<file path="src/isma_pkg.sv">
// Function
// - Master issues stop only after the transmitter has released the data line.
// - Transmitter releases data after eight bits; receiver pulls it low on ninth clock.
// - After withholding acknowledge in a read, master issues a stop.
// - Byte write is slave byte, word address, one data byte; stop starts write.
// - Master never writes addresses 58H to 7FH or above ABH.
// - Read is requested by a one in the slave byte direction bit.
// - To end a read the master leaves data high on the ninth clock then stops.
// - Random read is write slave byte, word address, repeated start, read slave byte.
// - Nonvolatile accesses use single bytes, writes spaced at least 30 ms apart; code refuses multi-byte and zero-length writes, reads of any nonzero length go out.
// - Nonvolatile read of a page's first byte recalls over 200 us; read it twice; code repeats only random reads starting there, not current reads.
// - Nonvolatile write of a page's first byte is done twice, 30 ms apart and after.
// - Nonvolatile writes cover whole pages without reads between, or use page write.
// - Every byte on the bus travels most significant bit first.
package isma_pkg;

   // ************************************************************
   // Timing
   // ************************************************************
   localparam int CLK_KHZ = 125000;
   localparam int SCL_KHZ = 400;
   localparam int QTR_CYC = (CLK_KHZ + 4 * SCL_KHZ - 1) / (4 * SCL_KHZ);
   localparam int QTR_W = 8;
   localparam longint EE_WR_GAP_US = 30000;
   localparam longint EE_RECALL_US = 200;
   localparam int EE_WR_GAP_CYC = int'((EE_WR_GAP_US * CLK_KHZ + 999) / 1000);
   localparam int EE_RECALL_CYC = int'((EE_RECALL_US * CLK_KHZ + 999) / 1000);
   localparam int GAP_W = 22;

   // ************************************************************
   // Addresses and counts
   // ************************************************************
   localparam logic [7:0] RSV_LO_ADDR = 8'h58;
   localparam logic [7:0] RSV_HI_ADDR = 8'h7f;
   localparam logic [7:0] TOP_ADDR = 8'hab;
   localparam logic [1:0] PAGE_OFS_FIRST = 2'h0;
   localparam logic [3:0] ACK_BIT = 4'h8;
   localparam logic [3:0] BIT_CNT_RST = 4'h0;
   localparam logic [7:0] BYTE_RST = 8'h00;
   localparam logic [7:0] ONE_BYTE = 8'h01;

   typedef enum logic [1:0] {OP_WRITE = 2'b00, OP_RAND_READ = 2'b01, OP_CUR_READ = 2'b10} isma_op_type;
   typedef enum logic [2:0] {ST_IDLE = 3'b000, ST_START = 3'b001, ST_BIT = 3'b010, ST_RSTART = 3'b011,
                             ST_STOP = 3'b100, ST_GAP = 3'b101} isma_state_type;
   typedef enum logic [2:0] {SQ_SLAVE = 3'b000, SQ_ADDR = 3'b001, SQ_WDATA = 3'b010, SQ_SLAVE_R = 3'b011,
                             SQ_RDATA = 3'b100} isma_step_type;

   // Address that must never be written
   function automatic logic isma_reserved(input logic [7:0] addr);
      isma_reserved = (addr >= RSV_LO_ADDR && addr <= RSV_HI_ADDR) || addr > TOP_ADDR;
   endfunction

endpackage

</file>
<file path="src/isma_host.sv">
`timescale 1ns/1ps
`default_nettype none
module isma_host import isma_pkg::*; #(
   parameter int QTR_CYC_P = QTR_CYC,
   parameter int WR_GAP_CYC = EE_WR_GAP_CYC,
   parameter int RECALL_CYC = EE_RECALL_CYC
) (
   input wire logic clk,
   input wire logic nrst,
   input wire logic cmd_valid,
   output logic cmd_ready,
   input wire logic [1:0] cmd_op,
   input wire logic [7:0] cmd_addr,
   input wire logic [7:0] cmd_len,
   input wire logic memory_select_bit,
   input wire logic [6:0] slave_addr,
   input wire logic wr_valid,
   output logic wr_ready,
   input wire logic [7:0] wr_data,
   output logic rd_valid,
   output logic [7:0] rd_data,
   output logic done,
   output logic nack_err,
   output logic refused,
   output logic busy,
   output logic scl,
   input wire logic sda_i,
   output logic sda_o,
   output logic sda_oe_n
);

   // ************************************************************
   // Registers
   // ************************************************************
   isma_state_type state_reg;
   isma_step_type step_reg;
   isma_op_type op_reg;
   logic [QTR_W-1:0] qtr_cnt_reg;
   logic [1:0] phase_reg;
   logic [3:0] bit_cnt_reg;
   logic [7:0] byte_reg, wdata_reg, rx_reg, len_reg, len_init_reg, rd_data_reg, cmd_addr_reg;
   logic [GAP_W-1:0] gap_cnt_reg;
   logic ack_reg, have_byte_reg, ee_reg, repeat_reg, discard_reg;
   logic sda_meta_reg, sda_sync_reg, sda_dly_reg, scl_reg, sda_oe_n_reg;
   logic cmd_ready_reg, wr_ready_reg, rd_valid_reg, done_reg, nack_err_reg, refused_reg, busy_reg;
   logic stall, run, tick, ninth, is_rx, last_byte, tx_bit;
   logic line_scl, line_sda, cmd_take, cmd_bad, page_first;

   // ************************************************************
   // Pin synchroniser
   // ************************************************************

   // Two flops before the data line is looked at
   always_ff @(posedge clk or negedge nrst)
   begin
      if (!nrst)
      begin
         sda_meta_reg <= 1'b1;
         sda_sync_reg <= 1'b1;
      end
      else
      begin
         sda_meta_reg <= sda_i;
         sda_sync_reg <= sda_meta_reg;
      end
   end

   // ************************************************************
   // Decode
   // ************************************************************

   // Bit and byte context
   assign ninth = bit_cnt_reg == ACK_BIT;
   assign is_rx = step_reg == SQ_RDATA;
   assign last_byte = len_reg == ONE_BYTE;
   assign tx_bit = (step_reg == SQ_WDATA) ? wdata_reg[3'(7 - bit_cnt_reg)] : byte_reg[3'(7 - bit_cnt_reg)];
   assign stall = state_reg == ST_BIT && step_reg == SQ_WDATA && !have_byte_reg;
   assign run = state_reg != ST_IDLE && state_reg != ST_GAP && !stall;
   assign tick = run && qtr_cnt_reg == QTR_W'(QTR_CYC_P - 1);
   assign cmd_take = cmd_valid && cmd_ready_reg;
   assign page_first = cmd_addr[1:0] == PAGE_OFS_FIRST;
   // Writes to reserved space or multi-byte nonvolatile writes are refused
   assign cmd_bad = cmd_len == BYTE_RST || (cmd_op == OP_WRITE && (isma_reserved(cmd_addr)
                    || (memory_select_bit && cmd_len != ONE_BYTE)));

   // Wanted level of clock and data for the current phase
   always_comb
   begin
      line_scl = 1'b1;
      line_sda = 1'b1;
      case (state_reg)
         ST_START:
         begin
            line_scl = !phase_reg[1];
            line_sda = phase_reg == 2'h0;
         end
         ST_RSTART:
         begin
            line_scl = phase_reg == 2'h1 || phase_reg == 2'h2;
            line_sda = phase_reg[1] == 1'b0;
         end
         ST_STOP:
         begin
            line_scl = phase_reg != 2'h0;
            line_sda = phase_reg[1];
         end
         ST_BIT:
         begin
            line_scl = phase_reg[1];
            if (ninth)
               line_sda = is_rx ? last_byte : 1'b1;
            else
               line_sda = is_rx ? 1'b1 : tx_bit;
         end
         default:
         begin
            line_scl = 1'b1;
            line_sda = 1'b1;
         end
      endcase
   end

   // ************************************************************
   // Bit timebase
   // ************************************************************

   // Quarter period counter and phase
   always_ff @(posedge clk or negedge nrst)
   begin
      if (!nrst)
      begin
         qtr_cnt_reg <= '0;
         phase_reg <= 2'h0;
      end
      else if (!run)
      begin
         qtr_cnt_reg <= '0;
         phase_reg <= 2'h0;
      end
      else if (tick)
      begin
         qtr_cnt_reg <= '0;
         phase_reg <= phase_reg + 2'h1;
      end
      else
         qtr_cnt_reg <= qtr_cnt_reg + QTR_W'(1);
   end

   // ************************************************************
   // Transfer engine
   // ************************************************************

   // Command, byte sequence and read data
   always_ff @(posedge clk or negedge nrst)
   begin
      if (!nrst)
      begin
         state_reg <= ST_IDLE;
         step_reg <= SQ_SLAVE;
         op_reg <= OP_WRITE;
         bit_cnt_reg <= BIT_CNT_RST;
         byte_reg <= BYTE_RST;
         wdata_reg <= BYTE_RST;
         rx_reg <= BYTE_RST;
         len_reg <= BYTE_RST;
         len_init_reg <= BYTE_RST;
         gap_cnt_reg <= '0;
         ack_reg <= 1'b1;
         have_byte_reg <= 1'b0;
         ee_reg <= 1'b0;
         repeat_reg <= 1'b0;
         discard_reg <= 1'b0;
         rd_valid_reg <= 1'b0;
         rd_data_reg <= BYTE_RST;
         done_reg <= 1'b0;
         nack_err_reg <= 1'b0;
         refused_reg <= 1'b0;
      end
      else
      begin
         rd_valid_reg <= 1'b0;
         done_reg <= 1'b0;
         nack_err_reg <= 1'b0;
         refused_reg <= 1'b0;
         if (wr_valid && wr_ready_reg)
         begin
            wdata_reg <= wr_data;
            have_byte_reg <= 1'b1;
         end
         case (state_reg)
            ST_IDLE:
               if (cmd_take)
               begin
                  if (cmd_bad)
                  begin
                     refused_reg <= 1'b1;
                     done_reg <= 1'b1;
                  end
                  else
                  begin
                     op_reg <= isma_op_type'(cmd_op);
                     ee_reg <= memory_select_bit;
                     len_reg <= cmd_len;
                     len_init_reg <= cmd_len;
                     // First byte of a nonvolatile page is accessed twice, except in a current read
                     repeat_reg <= memory_select_bit && page_first && cmd_op != OP_CUR_READ;
                     discard_reg <= memory_select_bit && page_first && cmd_op == OP_RAND_READ;
                     have_byte_reg <= 1'b0;
                     byte_reg <= {slave_addr, cmd_op == OP_CUR_READ};
                     step_reg <= SQ_SLAVE;
                     state_reg <= ST_START;
                  end
               end
            ST_START, ST_RSTART:
               if (tick && phase_reg == 2'h3)
               begin
                  bit_cnt_reg <= BIT_CNT_RST;
                  state_reg <= ST_BIT;
               end
            ST_BIT:
               if (tick)
               begin
                  if (phase_reg == 2'h2)
                  begin
                     if (ninth)
                        ack_reg <= sda_sync_reg;
                     else
                        rx_reg <= {rx_reg[6:0], sda_sync_reg};
                  end
                  else if (phase_reg == 2'h3 && !ninth)
                     bit_cnt_reg <= bit_cnt_reg + 4'h1;
                  else if (phase_reg == 2'h3)
                  begin
                     bit_cnt_reg <= BIT_CNT_RST;
                     if (!is_rx && ack_reg)
                     begin
                        // Byte refused: give up, no repeat
                        nack_err_reg <= 1'b1;
                        repeat_reg <= 1'b0;
                        discard_reg <= 1'b0;
                        state_reg <= ST_STOP;
                     end
                     else
                        case (step_reg)
                           SQ_SLAVE:
                              if (op_reg == OP_CUR_READ)
                                 step_reg <= SQ_RDATA;
                              else
                              begin
                                 byte_reg <= cmd_addr_reg;
                                 step_reg <= SQ_ADDR;
                              end
                           SQ_ADDR:
                              if (op_reg == OP_WRITE)
                                 step_reg <= SQ_WDATA;
                              else
                              begin
                                 byte_reg <= {slave_addr, 1'b1};
                                 step_reg <= SQ_SLAVE_R;
                                 state_reg <= ST_RSTART;
                              end
                           SQ_SLAVE_R:
                              step_reg <= SQ_RDATA;
                           SQ_WDATA:
                           begin
                              // Repeat pass keeps the same byte
                              have_byte_reg <= repeat_reg;
                              len_reg <= len_reg - ONE_BYTE;
                              if (last_byte)
                                 state_reg <= ST_STOP;
                           end
                           default:
                           begin
                              if (!discard_reg)
                              begin
                                 rd_valid_reg <= 1'b1;
                                 rd_data_reg <= rx_reg;
                              end
                              len_reg <= len_reg - ONE_BYTE;
                              if (last_byte)
                                 state_reg <= ST_STOP;
                           end
                        endcase
                  end
               end
            ST_STOP:
               if (tick && phase_reg == 2'h3)
               begin
                  state_reg <= ST_GAP;
                  // Wait out nonvolatile write or page recall
                  if (ee_reg && op_reg == OP_WRITE && !nack_err_reg)
                     gap_cnt_reg <= GAP_W'(WR_GAP_CYC);
                  else if (discard_reg)
                     gap_cnt_reg <= GAP_W'(RECALL_CYC);
                  else
                     gap_cnt_reg <= '0;
               end
            ST_GAP:
               if (gap_cnt_reg != '0)
                  gap_cnt_reg <= gap_cnt_reg - GAP_W'(1);
               else if (repeat_reg)
               begin
                  repeat_reg <= 1'b0;
                  discard_reg <= 1'b0;
                  len_reg <= len_init_reg;
                  byte_reg <= {slave_addr, 1'b0};
                  step_reg <= SQ_SLAVE;
                  state_reg <= ST_START;
               end
               else
               begin
                  done_reg <= 1'b1;
                  state_reg <= ST_IDLE;
               end
            default:
               state_reg <= ST_IDLE;
         endcase
      end
   end

   // Word address held for the whole command
   always_ff @(posedge clk or negedge nrst)
   begin
      if (!nrst)
         cmd_addr_reg <= BYTE_RST;
      else if (cmd_take)
         cmd_addr_reg <= cmd_addr;
   end

   // ************************************************************
   // Outputs
   // ************************************************************

   // Handshakes, status and pins from flops
   always_ff @(posedge clk or negedge nrst)
   begin
      if (!nrst)
      begin
         cmd_ready_reg <= 1'b0;
         wr_ready_reg <= 1'b0;
         busy_reg <= 1'b0;
         scl_reg <= 1'b1;
         sda_dly_reg <= 1'b1;
         sda_oe_n_reg <= 1'b1;
      end
      else
      begin
         cmd_ready_reg <= state_reg == ST_IDLE && !cmd_take;
         wr_ready_reg <= stall && !(wr_valid && wr_ready_reg);
         busy_reg <= state_reg != ST_IDLE || cmd_take;
         scl_reg <= line_scl;
         sda_dly_reg <= line_sda; // Data trails the clock so data bits move only while clock is low
         sda_oe_n_reg <= sda_dly_reg;
      end
   end

   assign cmd_ready = cmd_ready_reg;
   assign wr_ready = wr_ready_reg;
   assign rd_valid = rd_valid_reg;
   assign rd_data = rd_data_reg;
   assign done = done_reg;
   assign nack_err = nack_err_reg;
   assign refused = refused_reg;
   assign busy = busy_reg;
   assign scl = scl_reg;
   assign sda_o = 1'b0;
   assign sda_oe_n = sda_oe_n_reg;
endmodule // isma_host
`default_nettype wire

</file>
<file path="config.mk">
export PLATFORM = sky130hd
export DESIGN_NAME = isma_host
export DESIGN_NICKNAME = d
export VERILOG_FILES = /design/src/isma_pkg.sv /design/src/isma_host.sv
export SDC_FILE = /design/constraint.sdc
export NUM_CORES = 1
export LEC_CHECK = 0
export BUFFER_PORTS_ARGS = -buffer_cell sky130_fd_sc_hd__buf_2
export CORE_MARGIN = 4
export CORE_UTILIZATION = 40
export DETAILED_ROUTE_END_ITERATION = 7
export SYNTH_ARGS = -nofsm -noshare
export SYNTH_HDL_FRONTEND = slang
export SYNTH_SLANG_ARGS = --single-unit
</file>
<file path="constraint.sdc">
create_clock -name clk -period 2.85 [get_ports clk]
set_input_delay 0.285 -clock clk [delete_from_list [all_inputs] [get_ports clk]]
set_output_delay 0.285 -clock clk [all_outputs]
set_load 0.005 [all_outputs]
</file>
# Yosys cells after proc, flatten, opt, wreduce, memory -nomap -nowiden
# Index checks and enable logic that the tools add are counted.
# word_totals
regBits	117
# op_classes
n_addsub	6
magnitude_cmp	4
n_eq_ne	44
mux	121
bitwise_logic	8
reduce_logical	62
# ops
operator	count
$mux 8	23
$mux 22	3
$mux 3	22
$mux 1	48
$pmux 8 s3	2
$pmux 22 s2	1
$ne 2x2->1 const B	13
$reduce_and 11->1	2
$reduce_bool 22->1	1
$sub 22x1->22 const B	1
$logic_and 1x1->1	20
$mux 4	5
$pmux 3 s3	2
$pmux 8 s2	1
$mux 15	1
$pmux 3 s5	1
$reduce_and 13->1	1
$eq 3x2->1 const B	4
$reduce_and 12->1	1
$reduce_and 10->1	1
$eq 3x3->1 const B	3
$ne 3x3->1 const B	3
$reduce_and 9->1	1
$add 8x1->8 const B	1
43 further kinds	84

# Logic depth before layout (Yosys ltp)
# logic_depth
word_depth	9
depth_mapped	10
depth_no_buf	8

# Worst setup path after synthesis
# Ideal clock, no wire load.
# synth_timing
path_kind	flip-flop to flip-flop
start	register gap_cnt_reg[12]
end	register byte_reg[0]
t_arrival_ns	2.560
t_required_ns	2.725
path_slack_ns	0.165
stages_incl_launch_ff	9
period_less_slack_ns	2.685
path_cell_list	dfrtp_1 -> or3_4 -> or3_1 -> buf_6 -> o31ai_4 -> nand2_4 -> or3_1 -> buf_6 -> mux2_4
# synth_via
elab_chain_cells	3
# synth_rtl
item	line_no	source
from (decl)	isma_host.sv:42	logic [GAP_W-1:0] gap_cnt_reg;
from (signal assigned)	isma_host.sv:292	gap_cnt_reg <= GAP_W'(WR_GAP_CYC);
from (signal assigned)	isma_host.sv:294	gap_cnt_reg <= GAP_W'(RECALL_CYC);
from (signal assigned)	isma_host.sv:300	gap_cnt_reg <= gap_cnt_reg - GAP_W'(1);
$reduce_bool 22->1	isma_host.sv:299	if (gap_cnt_reg != '0)
$ne 2x2->1 (no line)	-	
$reduce_and 13->1 (no line)	-	
to (signal assigned)	isma_host.sv:250	byte_reg <= cmd_addr_reg;
to (signal assigned)	isma_host.sv:258	byte_reg <= {slave_addr, 1'b1};
to (signal assigned)	isma_host.sv:306	byte_reg <= {slave_addr, 1'b0};
to (decl)	isma_host.sv:41	logic [7:0] byte_reg, wdata_reg, rx_reg, len_reg, len_init_reg, rd_data_reg, cmd_addr_reg;
# Every way passes these cells.
# A chain may end at the register's enable or synchronous reset.

# Final worst setup path
# layout_timing
start	register step_reg[0]
end	register rd_data_reg[0] (netlist: rd_data[0])
# layout_via
elab_chain_cells	7
elab_cells_between_ends	16
classes_between	eq/ne: 4; bitwise: 2; reduce/logical: 10
# layout_rtl
item	line_no	source
from (decl)	isma_host.sv:36	isma_step_type step_reg;
from (signal assigned)	isma_host.sv:159	step_reg <= SQ_SLAVE;
from (signal assigned)	isma_host.sv:210	step_reg <= SQ_SLAVE;
from (signal assigned)	isma_host.sv:247	step_reg <= SQ_RDATA;
$eq 3x2->1	isma_host.sv:77, isma_host.sv:244	
$logic_and 1x1->1 (2 in a row)	isma_host.sv:77	assign stall = state_reg == ST_BIT && step_reg == SQ_WDATA && !have_byte_reg;
$logic_not 1->1	isma_host.sv:78	assign run = state_reg != ST_IDLE && state_reg != ST_GAP && !stall;
$logic_and 1x1->1	isma_host.sv:78	
$logic_and 1x1->1	isma_host.sv:79	assign tick = run && qtr_cnt_reg == QTR_W'(QTR_CYC_P - 1);
$reduce_and 8->1 (no line) *	-	
to (signal assigned)	isma_host.sv:277	rd_data_reg <= rx_reg;
to (decl)	isma_host.sv:41	
# Every way passes the cells marked *; elsewhere a longest branch is shown, timed or not.

==> impl_metrics.env <==
export IMPL_outcome="finished, final reports clean"
export IMPL_insertion_delay_ps=430
export IMPL_cpMaxStageDelayCell="or3b_2"
export IMPL_clk_pin_slew_ps=60
export IMPL_first_pass_iters=7
export IMPL_cts_tree="yes"
export IMPL_place_ws_ps=-66.2
export IMPL_drive_gt1_share_pct=30.2
export IMPL_r2r_slack_ps=160
export IMPL_finalCritPeriodShare_pct=94.3
export IMPL_path_buf_inv=1
export IMPL_power_density_mw_per_mm2=1060
export IMPL_rows=45
export IMPL_finalWorstSetupSlack_ps=164
export IMPL_cts_buffers=17
export IMPL_yosysUniqueCellTypes=71
export IMPL_dieArea_mm2=0.0176
export IMPL_ir_drop_v=0.000492
export IMPL_yosysWarnings=0
export IMPL_slowest_delay_ps=510
export IMPL_synth_fa_ha_area_share_pct=2.01
export IMPL_clockBufferDepth=2
export IMPL_dp_hpwl_um=11200
export IMPL_grt_pass1_vias=4944
export IMPL_antenna_found_initial=0
export IMPL_port_buffers=55
export IMPL_netlist_instances=594
export IMPL_drcViolationCount=0
export IMPL_slew_violations=0
export IMPL_critPathArrivalTime_ps=3000
export IMPL_critical_path_class="register to register"
export IMPL_grt_use_total_pct=18.2
export IMPL_path_max_fanout=8
export IMPL_postCtsSetupBuffers=0
export IMPL_cts_root_buf="clkbuf_16"
export IMPL_cts_sinks=117
export IMPL_setup_violations=0
export IMPL_final_cell_mix="dfrtp_1 (111), nor2_1 (54), buf_2 (54), nand2_1 (51), mux2_2 (48)"
export IMPL_start_kind="register"
export IMPL_placed_area_mm2=0.00686
export IMPL_detail_route_wl_per_cell_um=17.4
export IMPL_wl_um=15200
export IMPL_grt_start_max_net_pins=59
export IMPL_layout_commonest_cell="dfrtp_1"
export IMPL_hp_class="input pin to register"
export IMPL_finalHoldViolations=0
export IMPL_die_y_um=133
export IMPL_grt_setup_unrepaired="no"
export IMPL_syn_area_mm2=0.00622
export IMPL_largest_register_ffs=22
export IMPL_htreeDepth=4
export IMPL_fmax_mhz=372
export IMPL_coreArea_mm2=0.0152
export IMPL_nFillCells=1397
export IMPL_grt_pass1_wl_um=25500
export IMPL_skew_ps=8.72
export IMPL_tightestPinTransition_ps=911
export IMPL_insertedDiodeCount=0
export IMPL_drtAntennaViolNets=0
export IMPL_seq_area_frac_synth_pct=47.2
export IMPL_slew_headroom_pct=39.0
export IMPL_setup_tns_ps=0
export IMPL_synth_ff_type="dfrtp_1"
export IMPL_synthToLayoutAreaGrowth_pct=20.7
export IMPL_critical_path_top_delay_family="simple AND/OR/NAND/NOR gates"
export IMPL_synth_edf_count=0
export IMPL_leakagePower_nw=3.46
export IMPL_synthDominantCellAreaShare_pct=44.6
export IMPL_yosys_area_share_simple_pct=16.4
export IMPL_die_w_um=133
export IMPL_yosys_top_cells_area="dfrtp_1 (45%), mux2_2 (8.7%), nor2_1 (3.3%)"
export IMPL_end_kind="register"
export IMPL_avgSynthCellArea_um2=10.5
export IMPL_post_route_min_period_ps=2690
export IMPL_fin_nets=722
export IMPL_critPathRequiredTime_ps=3160
export IMPL_grt_ovfl_total=0
export IMPL_initial_core_util_pct=40.9
export IMPL_ios=57
export IMPL_synth_nets=643
export IMPL_via_count=4890
export IMPL_via_per_inst=5.59
export IMPL_synth_area_leader_cell="dfrtp_1"
export IMPL_design_area_mm2=0.00751
export IMPL_drt_iter0_markers=344
export IMPL_ys_seq_elements=117
export IMPL_postSynth_asyncResetShare_pct=100
export IMPL_finalWeightedCongestion=0.878
export IMPL_synth_top_family_by_area="simple AND/OR/NAND/NOR gates"
export IMPL_synth_xor_area_share_pct=2.67
export IMPL_muxShareOfSynthArea_pct=14.4
export IMPL_synth_compound_area_share_pct=13.9
export IMPL_cap_viol_max_count=0
export IMPL_crit_chain="or3b_2 -> o32a_1 -> nand3_1 -> buf_4 -> nor2_1 -> and4_1 -> mux2_2"
==> repair_timing <==
| item | 4_1_cts | 5_1_grt |
|---|---|---|
| hold endpoints to repair | 39 | 0 |
| hold buffers | 2 | 0 |
| gates resized for setup | 0 | 3 |
| setup endpoints to repair | 0 | 14 |
==> cell type report <==
| cell class | count | area [um2] | share of cell area, % |
|---|---|---|---|
| multi-input combinational | 428 | 3090 | 41.2 |
| sequential | 117 | 2940 | 39.1 |
| timing repair buffer | 91 | 566 | 7.53 |
| clock buffer | 19 | 443 | 5.90 |
| tap | 188 | 235 | 3.13 |
| clock inverter | 13 | 171 | 2.28 |
| inverter | 18 | 67.6 | 0.900 |
==> power by group <==
| group | leakage [nW] | internal [W] | switching [W] |
|---|---|---|---|
| Sequential | 1.52 | 0.00217 | 0.000411 |
| Clock | 0.295 | 0.00141 | 0.000810 |
| Combinational | 1.65 | 0.00147 | 0.00169 |
| Total | 3.46 | 0.00505 | 0.00291 |
==> through the flow <==
stage,hold slack [ps],utilization (%),cells,power [W]
after floorplan,-10.6,-,594,0.00487
after global placement,314,45.1,840,0.00561
after detailed placement,322,45.1,840,0.00571
after CTS,76.6,49.3,874,0.00795
after global routing,82.6,49.4,874,0.00849
final,86.9,49.4,874,0.00796
==> cells by family (layout without fill, tap and decap cells) <==
family                     after synthesis  after routing
other                                    1              1
muxes                                   71             71
DFF                                    117            117
and+or+nand+nor                        202            202
AOI/OAI and AO/OA                      125            125
adders and majority gates               10             10
buffers and inverters                   49            141
xor gates and xnor gates                19             19
==> Yosys cell counts, drive strengths merged (10+ instances only) <==
library cell    n
mux2           60
clkbuf         25
inv            18
or3            10
a21oi          30
nor2           54
dfrtp         111
o21ai          26
nor4           11
xnor2          10
ha             10
nand2          52
nor3           18
==> metal layers <==
layer	up-vias	global-route usage (%)	share of wire, %
met5	-	0	0
met4	0	5.66	1.3
met3	20	4.98	5.2
met2	153	29.8	48
met1	2381	23.6	45
li1	2336	-	-
==> worst paths after layout <==
| check | from | end | cells past startpoint |
|---|---|---|---|
| worst min register to register | sda_dly_reg | sda_oe_n | 0 |
| max in group asynchronous | nrst | ack_reg | 3 |
| worst max-delay path | step_reg[0] | rd_data[0] | 7 |
| worst max register to register | step_reg[0] | rd_data[0] | 7 |
| worst min-delay path | wr_data[6] | wdata_reg[6] | 2 |
| min in group asynchronous | nrst | state_reg[0] | 2 |
Note: power is estimated with default switching activity, not from simulation.
